File: config.mk
export PLATFORM = sky130hd
export DESIGN_NAME = pst_status_reg
export DESIGN_NICKNAME = d
export VERILOG_FILES = /design/src/hdl/pst_sync2.v /design/src/hdl/pst_status_reg.v
export VERILOG_INCLUDE_DIRS = /design/src /design/src/hdl
export SDC_FILE = /design/constraint.sdc
export NUM_CORES = 1
export LEC_CHECK = 0
export BUFFER_PORTS_ARGS = -buffer_cell sky130_fd_sc_hd__buf_2
export CORE_ASPECT_RATIO = 1.25
export CORE_MARGIN = 4
export CORE_UTILIZATION = 38
export CTS_CLUSTER_DIAMETER = 100
export DETAILED_ROUTE_END_ITERATION = 7
export GPL_ROUTABILITY_DRIVEN = 0
export PLACE_DENSITY = 0.71
export SLEW_MARGIN = 20
export SYNTH_ARGS = -nofsm -noshare
export SYNTH_HDL_FRONTEND = slang
export SYNTH_SLANG_ARGS = --single-unit
File: constraint.sdc
create_clock -name clk -period 0.8 [get_ports clk]
set_input_delay 0 -clock clk [delete_from_list [all_inputs] [get_ports clk]]
set_output_delay 0 -clock clk [all_outputs]
set_load 0.01 [all_outputs]
File: src/hdl/pst_defines.vh
// constants for the protection status register block
`ifndef PST_DEFINES_VH
`define PST_DEFINES_VH
`define PST_ADDR_STATUS 8'hc4
`define PST_ADDR_CONTROL 8'hc3
`define PST_STATUS_RESET 8'h00
`define PST_BIT_LINK_ERR 7
`define PST_BIT_REMOTE_IRQ 6
`define PST_BIT_LOCK 5
`define PST_BIT_HOT_PLUG 4
`define PST_BIT_PRESENT 3
`define PST_BIT_LIST_RDY 2
`define PST_BIT_KEY_RDY 1
`define PST_BIT_AUTHENTICATED_FLAG 0
`define PST_CTL_RESTART 0
`define PST_CTL_KEY_OK 4
`define PST_CTL_LIST_OK 5
`endif

File: src/hdl/pst_sync2.v
// two-flop synchroniser for a group of level inputs
`timescale 1ns/1ns
module pst_sync2 #(
  parameter W = 4
) (
  input wire clk, // system clock
  input wire rst, // synchronous reset, active high
  input wire [W-1:0] d, // asynchronous levels
  output reg [W-1:0] q_ff // synchronised levels
);
  reg [W-1:0] meta_ff;
  always @(posedge clk) begin
    if (rst) begin
      meta_ff <= {W{1'b0}};
      q_ff <= {W{1'b0}};
    end else begin
      meta_ff <= d;
      q_ff <= meta_ff;
    end
  end
endmodule

File: src/hdl/pst_status_reg.v
// protection status register with read-clear and approval-clear flags
`timescale 1ns/1ns
`include "pst_defines.vh"
//
// Behaviour
// set bit 7 when an embedded channel error is detected.
// bit 7 clears when the host reads the status register.
// bit 6 mirrors the active-low remote interrupt input; 0 means pending.
// bit 5 set while the downstream receiver reports lock.
// bit 4 set on a hot-plug event from local device or repeater.
// bit 4 clears when the host reads the status register.
// bit 3 set while a downstream receiver is detected.
// bit 2 set once the key list is loaded into the list buffer.
// after key-list ready, authentication stalls until host approves the list.
// bit 2 clears when the host sets the key-list approval bit.
// bit 1 set once the receiver key is stored in key registers.
// non-repeater pauses after key-ready until host approves the receiver key.
// bit 1 clears on receiver-key approval or authentication failure.
// bit 0 set when authentication completes successfully.
// host sends protected content only after bit 0 shows authenticated.
// bit 0 clears when authentication is lost or host restarts it.
// host approves key list after revocation check; approval self-clears.
// host approves receiver key after revocation check; writing 0 does nothing.
// status writes are ignored; all bits read zero after reset.
module pst_status_reg (
  input wire clk, // 10 MHz system clock
  input wire rst, // synchronous reset, active high
  input wire [7:0] reg_addr, // register address from control bus
  input wire reg_wr, // one-cycle write strobe
  input wire [7:0] reg_wdata, // write data
  input wire reg_rd, // one-cycle read strobe
  output reg [7:0] reg_rdata_ff, // read data, valid cycle after reg_rd
  input wire link_error_evt, // embedded channel error pulse
  input wire hot_plug_evt, // hot-plug event pulse
  input wire key_list_loaded_evt, // key list placed in buffer, pulse
  input wire receiver_key_loaded_evt, // receiver key stored, pulse
  input wire auth_pass_evt, // authentication success pulse
  input wire auth_fail_evt, // authentication failure or loss pulse
  input wire repeater_mode, // device acts as repeater (same clock)
  input wire remote_irq_input, // remote interrupt pin, active low, async
  input wire remote_lock_pin, // remote lock indication, async
  input wire receiver_present_pin, // receiver detected, async
  output reg auth_stall_ff, // hold authentication engine while high
  output reg restart_auth_ff, // one-cycle restart pulse to engine
  output reg [7:0] protection_status_ff // live status for other logic
);
  wire [2:0] sync_q;
  wire ctl_wr;
  wire sts_rd;
  wire list_ok;
  wire key_ok;
  wire restart;
  wire irq_level;
  wire lock_level;
  wire present_level;
  reg link_error_flag_ff;
  reg hot_plug_flag_ff;
  reg key_list_ready_ff;
  reg receiver_key_ready_ff;
  reg authenticated_flag_ff;
  reg nxt_link_error_flag;
  reg nxt_hot_plug_flag;
  reg nxt_key_list_ready;
  reg nxt_receiver_key_ready;
  reg nxt_authenticated_flag;
  reg nxt_auth_stall;
  reg nxt_restart_auth;
  reg [7:0] nxt_reg_rdata;
  reg [7:0] nxt_status;

  // set wins over clear so no event is lost in the clearing cycle
  function pst_flag_next(input set_evt, input clr_evt, input cur);
    if (set_evt)
      pst_flag_next = 1'b1;
    else if (clr_evt)
      pst_flag_next = 1'b0;
    else
      pst_flag_next = cur;
  endfunction

  // strobe qualified by a full byte address match, so no aliases exist
  function pst_hit(input strobe, input [7:0] addr, input [7:0] target);
    pst_hit = strobe && (addr == target);
  endfunction

  // pins from the remote side are async: two flops before use
  pst_sync2 #(.W(3)) u_sync (
    .clk(clk),
    .rst(rst),
    .d({remote_irq_input, remote_lock_pin, receiver_present_pin}),
    .q_ff(sync_q)
  );

  assign irq_level = sync_q[2];
  assign lock_level = sync_q[1];
  assign present_level = sync_q[0];

  assign ctl_wr = pst_hit(reg_wr, reg_addr, `PST_ADDR_CONTROL);
  assign sts_rd = pst_hit(reg_rd, reg_addr, `PST_ADDR_STATUS);

  // approval bits act only on a written 1; a written 0 has no effect
  assign list_ok = ctl_wr && reg_wdata[`PST_CTL_LIST_OK];
  assign key_ok = ctl_wr && reg_wdata[`PST_CTL_KEY_OK];
  assign restart = ctl_wr && reg_wdata[`PST_CTL_RESTART];

  // status byte as the host sees it, before this edge's clears act
  always @* begin
    nxt_status = `PST_STATUS_RESET;
    nxt_status[`PST_BIT_LINK_ERR] = link_error_flag_ff;
    nxt_status[`PST_BIT_REMOTE_IRQ] = irq_level;
    nxt_status[`PST_BIT_LOCK] = lock_level;
    nxt_status[`PST_BIT_HOT_PLUG] = hot_plug_flag_ff;
    nxt_status[`PST_BIT_PRESENT] = present_level;
    nxt_status[`PST_BIT_LIST_RDY] = key_list_ready_ff;
    nxt_status[`PST_BIT_KEY_RDY] = receiver_key_ready_ff;
    nxt_status[`PST_BIT_AUTHENTICATED_FLAG] = authenticated_flag_ff;
  end

  // read-clear flags: a read that meets a new event keeps the flag set
  always @* begin
    nxt_link_error_flag = pst_flag_next(link_error_evt, sts_rd,
      link_error_flag_ff);
    nxt_hot_plug_flag = pst_flag_next(hot_plug_evt, sts_rd,
      hot_plug_flag_ff);
  end

  // approval-clear flags: the host must approve before the engine moves on, except for receiver key ready in repeater mode
  always @* begin
    nxt_key_list_ready = pst_flag_next(key_list_loaded_evt, list_ok,
      key_list_ready_ff);
    nxt_receiver_key_ready = pst_flag_next(receiver_key_loaded_evt,
      key_ok || auth_fail_evt, receiver_key_ready_ff);
  end

  // loss, failure and a host restart all drop the authenticated flag
  always @* begin
    nxt_authenticated_flag = pst_flag_next(auth_pass_evt, auth_fail_evt || restart,
      authenticated_flag_ff);
  end

  // stall comes from the flags before this edge, so it lags them a cycle;
  // the approval strobe itself drops it without waiting for the flag
  always @* begin
    nxt_auth_stall = 1'b0;
    if (key_list_ready_ff && !list_ok)
      nxt_auth_stall = 1'b1;
    if (receiver_key_ready_ff && !repeater_mode && !key_ok)
      nxt_auth_stall = 1'b1;
  end

  // read data stands one cycle; writes to the status address do nothing
  always @* begin
    nxt_reg_rdata = 8'h00;
    if (sts_rd)
      nxt_reg_rdata = nxt_status;
    nxt_restart_auth = restart;
  end

  always @(posedge clk) begin
    if (rst)
      link_error_flag_ff <= 1'b0;
    else
      link_error_flag_ff <= nxt_link_error_flag;
  end

  always @(posedge clk) begin
    if (rst)
      hot_plug_flag_ff <= 1'b0;
    else
      hot_plug_flag_ff <= nxt_hot_plug_flag;
  end

  always @(posedge clk) begin
    if (rst)
      key_list_ready_ff <= 1'b0;
    else
      key_list_ready_ff <= nxt_key_list_ready;
  end

  always @(posedge clk) begin
    if (rst)
      receiver_key_ready_ff <= 1'b0;
    else
      receiver_key_ready_ff <= nxt_receiver_key_ready;
  end

  always @(posedge clk) begin
    if (rst)
      authenticated_flag_ff <= 1'b0;
    else
      authenticated_flag_ff <= nxt_authenticated_flag;
  end

  // every output is a flop of its own so nothing combinational leaves the block
  always @(posedge clk) begin
    if (rst)
      reg_rdata_ff <= 8'h00;
    else
      reg_rdata_ff <= nxt_reg_rdata;
  end

  always @(posedge clk) begin
    if (rst)
      auth_stall_ff <= 1'b0;
    else
      auth_stall_ff <= nxt_auth_stall;
  end

  always @(posedge clk) begin
    if (rst)
      restart_auth_ff <= 1'b0;
    else
      restart_auth_ff <= nxt_restart_auth;
  end

  always @(posedge clk) begin
    if (rst)
      protection_status_ff <= `PST_STATUS_RESET;
    else
      protection_status_ff <= nxt_status;
  end
endmodule

==> results.txt, run 1 <==
ANT nets after route -> 0
internal power -> 2.17 mW
area of placed instances -> 0.00120 mm^2
critical path, cell by cell -> buf_6
CTS max path bufs -> 2
TritonCTS buffer count -> 5
initial core utilization -> 0.412
Lkg Pwr -> 0.711 nW
sequential area share after synthesis -> 0.624
die height -> 63.3 um
pwr dens -> 1950 mW/mm^2
DR vias -> 744
Hold Path Class -> input pin to register
H-tree depth -> 2
hold path depth -> 2
die area -> 0.00331 mm^2
Yosys Warn Count -> 0
CP Max Fanout -> 1
CP arrival -> 0.76 ns
port bufs -> 42
WL/cell -> 10.4 um
CP max-delay cell -> dfxtp_2
Sink Count -> 29
hpwl dp -> 1400 um
Clock power frac -> 0.350
relative slew slack -> 0.784
Layout Cells excl Fill -> 176
CTS Hold Bufs -> 11
Avg Vias per Cell -> 4.23
sequential share of power -> 0.552
failing checks -> negative hold slack
Final Hold Viols -> 3
share of layout cells above drive strength 1 -> 0.434
clk root buf -> clkbuf_4
Worst Hold Path EP -> protection_status_ff[2]
CTS clk-pin slew, worst paths -> 0.08 ns
peak supply drop -> 1.07 mV
DRC Markers -> 0
pre-CTS setup slack -> -0.128 ns
Fmax -> 1320 MHz
synthesized net count -> 112
Routed WL -> 1830 um
top sig layer -> met4
post-layout min period -> 0.757 ns
CP top delay family -> flip-flops
status -> finished, violations left
Tcrit/Tclk final -> 0.946
first-pass GRT wire length -> 2930 um
fin area -> 0.00141 mm^2
wl on met1 -> 732 um
Crit Path Class -> register to primary output
vias in the first global route -> 687
Required @ worst endpoint -> 0.80 ns
total grt overflow -> 0
Fin Clk Skew -> 0.00604 ns
Die Wd -> 52.3 um
cell total after placement -> 157
Final setup violation count -> 0
Psw -> 0.579 mW
Combinational Power Share -> 0.098
Syn-to-layout area delta -> 51.5%
largest net degree at the start of global routing -> 12
r2r worst-path depth -> 2
Min-Delay Startpoint -> rst
GR Util All Layers -> 0.122
Final #Nets -> 174
initial antenna violation count -> 0
Critical Path Sink Type -> primary output
DRT Pass-1 Iters -> 2
Detail Route met2 WL -> 898 um
Clock Latency Late Sink -> 0.31 ns
r2r setup slk -> 0.06 ns
CTS tree -> yes
final setup margin -> 0.0432 ns
sw frac -> 0.211
Slew Limit Fails -> 0
Worst-Margin Slew -> 0.322 ns
routed wl met3 -> 143 um
Netlist Area Pre-Place -> 931 um^2
worst r2r dst -> receiver_key_ready_ff
Avg Cell Area, Syn -> 11.4 um^2
Worst Setup Start Kind -> register
# IOs -> 48
initial drt markers -> 12
worst path buffer plus inverter count -> 1
post-synth cell types -> 24
worst flop-to-flop path startpoint -> receiver_key_ready_ff
max_cap viols -> 0
Setup Buffers After CTS -> 0
cells after synthesis -> 82
Critical Path Max Stage Delay -> 0.33 ns
Site Rows -> 19
Yosys reg bits -> 29
# diodes -> 0
Hold WS -> -0.0641 ns
core area -> 0.00226 mm^2
## area by class of cell
cell class	count	area, um^2
Fill cell	191	848
Clock inverter	1	5.00
Multi-Input combinational cell	39	309
Timing Repair Buffer	57	363
Clock buffer	7	65.1
Tap cell	31	38.8
Inverter	12	45.0
Sequential cell	29	584
## per-layer routing
metal  vias up  global-route usage
li1        392                   -
met1       314               0.129
met2        31               0.193
met3         7              0.0448
met4         0              0.0863
met5         -                   0
## metrics by stage
step	total power [mW]	util	setup TNS, ns
2_1_floorplan	1.65	-	0
3_3_place_gp	1.76	0.532	-0.598
3_5_place_dp	1.77	0.532	-0.827
4_1_cts	2.77	0.612	0
5_1_grt	2.90	0.624	-0.0000640
6_report	2.75	0.624	0
## Yosys cell counts
cell type | n | share of area
a21oi_1 | 1 | 0.0054
nand3_1 | 1 | 0.0054
o41ai_2 | 1 | 0.017
and2_1 | 5 | 0.034
and3b_1 | 1 | 0.0094
o21ai_1 | 1 | 0.0054
nand4bb_4 | 1 | 0.030
dfxtp_1 | 29 | 0.62
nor2b_1 | 10 | 0.067
a311oi_1 | 1 | 0.0094
and3_2 | 1 | 0.0081
o22ai_1 | 2 | 0.013
o31ai_1 | 1 | 0.0081
nor3_1 | 1 | 0.0054
nor2_1 | 3 | 0.012
nand2b_1 | 3 | 0.020
clkbuf_1 | 1 | 0.0040
o32ai_1 | 1 | 0.0094
buf_2 | 1 | 0.0054
and4bb_1 | 2 | 0.027
nand4b_1 | 1 | 0.0094
inv_1 | 12 | 0.048
nor2b_2 | 1 | 0.0094
nor4_2 | 1 | 0.013
## cells by family (layout without fill, tap and decap cells)
logic type / after synthesis / after routing / share of synthesized area
simple gates: 31 / 31 / 0.250
flops: 29 / 29 / 0.624
buf+inv: 14 / 77 / 0.0578
compound gates: 8 / 8 / 0.0685
## cell usage in the layout (no fill, tap or decap)
cell type / count
inv_1: 12
clkbuf_8: 2
nand4b_1: 1
and3_2: 1
nor2b_4: 1
nor3_1: 1
buf_6: 2
buf_2: 40
o32ai_2: 1
a21oi_1: 1
clkbuf_4: 5
a311oi_1: 1
and2_1: 5
o21ai_1: 1
o41ai_2: 1
nand3_1: 1
dlygate4sd3_1: 11
dfxtp_1: 26
nor4_2: 1
buf_4: 4
o31ai_1: 1
and3b_1: 1
o22ai_1: 2
nand2b_1: 3
nor2_1: 3
nand4bb_4: 1
nor2b_1: 10
dfxtp_2: 3
clkinv_2: 1
and4bb_1: 2
## flip-flops by register name, indices dropped and copies added (netlist names)
register,count
protection_status_ff,8
reg_rdata_ff,8
u_sync.meta_ff,3
u_sync.q_ff,3
auth_stall_ff,1
authenticated_flag_ff,1
hot_plug_flag_ff,1
key_list_ready_ff,1
link_error_flag_ff,1
receiver_key_ready_ff,1
restart_auth_ff,1
## worst max path at each step
stage | startpoint | endpoint | slack [ns] | cells past startpoint
4_1_cts | auth_stall_ff | auth_stall_ff | 0.008 | 1
6_report | auth_stall_ff | auth_stall_ff | 0.04 | 1
3_5_place_dp | reg_addr[3] | auth_stall_ff | -0.13 | 4
2_1_floorplan | reg_addr[3] | auth_stall_ff | 0.05 | 3
5_1_grt | protection_status_ff[2] | protection_status_ff[2] | -0.00006 | 1
3_3_place_gp | reg_addr[3] | auth_stall_ff | -0.09 | 4
## power groups by stage
stage          combinational, mW  sequential (mW)  clock, mW
2_1_floorplan             0.0882             1.56          0
3_3_place_gp               0.210             1.55          0
3_5_place_dp               0.216             1.55          0
4_1_cts                    0.258             1.52      0.998
5_1_grt                    0.297             1.52       1.08
6_report                   0.269             1.52      0.964
## repair_timing
action	in CTS	in global routing
endpoints found under the hold margin	11	3
resized for setup	1	6
setup endpoints to repair	1	6
(Power assumes the default switching activity.)
==> inputs of run 2 (changes only) <==
- BUFFER_PORTS_ARGS: -buffer_cell sky130_fd_sc_hd__buf_2 -> not set
- CORE_UTILIZATION: 38 -> 52
- DONT_BUFFER_PORTS: not set -> 1
- PLACE_DENSITY: 0.71 -> 0.69
==> results.txt, run 2 (synthesized netlist as in run 1, its figures left out) <==
worst setup path start -> receiver_key_ready_ff
# IOs -> 48
final core occ -> 0.664
Fmax -> 1270 MHz
Largest regs -> protection_status_ff: 8 flops, reg_rdata_ff: 8 flops
ANT nets after route -> 0
Tcrit/Tclk final -> 0.982
failing checks -> negative hold slack
share of layout cells above drive strength 1 -> 0.151
Min-Delay Startpoint -> rst
Hold Path Class -> input pin to register
relative slew slack -> 0.785
Multi-input gate area -> 312 um^2
Hold WS -> -0.256 ns
RSZ-0062 raised after global routing -> yes
CTS max path bufs -> 2
Fin Clk Skew -> 0.00604 ns
DRC Markers -> 0
post-layout min period -> 0.786 ns
CP arrival -> 1.00 ns
Die Wd -> 45.8 um
die height -> 55.3 um
vias in the first global route -> 563
H-tree depth -> 2
most frequent cells in the layout -> dfxtp_1 (28), inv_1 (12), nor2b_1 (10), dlygate4sd3_1 (6)
Final Hold Viols -> 26
total power -> 2.47 mW
Worst Setup Start Kind -> register
TritonCTS buffer count -> 5
CTS Hold Bufs -> 6
Routed WL -> 1430 um
Required @ worst endpoint -> 1.02 ns
CP Max Fanout -> 4
Syn-to-layout area delta -> 15.6%
Final setup violation count -> 0
Avg Vias per Cell -> 5.08
# diodes -> 0
DRT Pass-1 Iters -> 5
pwr dens -> 2300 mW/mm^2
Slew Limit Fails -> 0
initial core utilization -> 0.574
Reg area -> 582 um^2
WL/cell -> 12.9 um
Crit Path Class -> register to register
Setup Buffers After CTS -> 0
Site Rows -> 16
first-pass GRT wire length -> 2360 um
worst flop-to-flop path startpoint -> receiver_key_ready_ff
die area -> 0.00254 mm^2
Worst-Margin Slew -> 0.320 ns
port bufs -> 0
total grt overflow -> 0
Layout Cells excl Fill -> 111
initial drt markers -> 4
Clock Latency Late Sink -> 0.31 ns
Lkg Pwr -> 0.470 nW
CTS clk-pin slew, worst paths -> 0.08 ns
Critical Path Sink Type -> register
Sink Count -> 29
CTS tree -> yes
core area -> 0.00162 mm^2
peak supply drop -> 1.64 mV
largest net degree at the start of global routing -> 21
GR Util All Layers -> 0.133
clk root buf -> clkbuf_4
most common cell after layout, fill and taps aside -> dfxtp_1
cell total after placement -> 98
initial antenna violation count -> 0
Final #Nets -> 123
max_cap viols -> 0
hpwl dp -> 1060 um
status -> finished, violations left
layout filler cell count -> 132
DR vias -> 564
run 2: cell count changes in the layout (fill, tap and decap cells not counted), sizes merged:
cell / before / now
buf: 46 / 0
clkinv: 1 / 0
dlygate4sd3: 11 / 6
run 2: area by class of cell:
class | count | area share
inverters | 12 | 0.0419
flip-flops and latches | 29 | 0.541
well taps | 18 | 0.0209
clock buffers | 7 | 0.0512
multi-input cells | 39 | 0.290
repair buffers | 6 | 0.0558
run 2: worst max-delay path, cell delays in order, from the launching register on:
cell and delay [ns]:
dfxtp_1 0.31, nand2b_1 0.11, o32ai_1 0.28
run 2: where the power goes:
part           switching, mW  internal, mW  total (mW)
logic                 0.0423        0.0744       0.117
clock network          0.411         0.414       0.825
registers             0.0295          1.50        1.53
run 2: what timing repair did:
action                                  4_1_cts  5_1_grt
resized for setup                             0        4
endpoints found under the setup margin        0        4
hold endpoints to repair                     29       26
run 2: final timing paths:
kind / to / slack, ns / depth (start not counted)
worst max register to register: receiver_key_ready_ff / 0.01 / 2
worst min register to register: u_sync.q_ff[2] / 0.44 / 1
worst max-delay path: receiver_key_ready_ff / 0.01 / 2
worst min-delay path: authenticated_flag_ff / -0.26 / 1
run 2: through the flow:
stage                     hold WS, ns  instance area, um^2  worst slack, ns  TNS [ns]
after floorplan                 0.107                  931           0.0454         0
after global placement         0.0741                  945           0.0156         0
after detailed placement       0.0744                  945          -0.0418   -0.0529
after CTS                      -0.272                 1060          0.00977         0
after global routing           -0.282                 1080          -0.0403   -0.0775
final                          -0.256                 1080           0.0144         0
run 2: per-layer routing:
metal / up-vias / track usage / routed length (um)
li1: 288 / - / -
met3: 0 / 0.110 / 197
met2: 38 / 0.189 / 697
met4: 0 / 0.0732 / 0
met1: 238 / 0.132 / 538
met5: - / 0 / 0
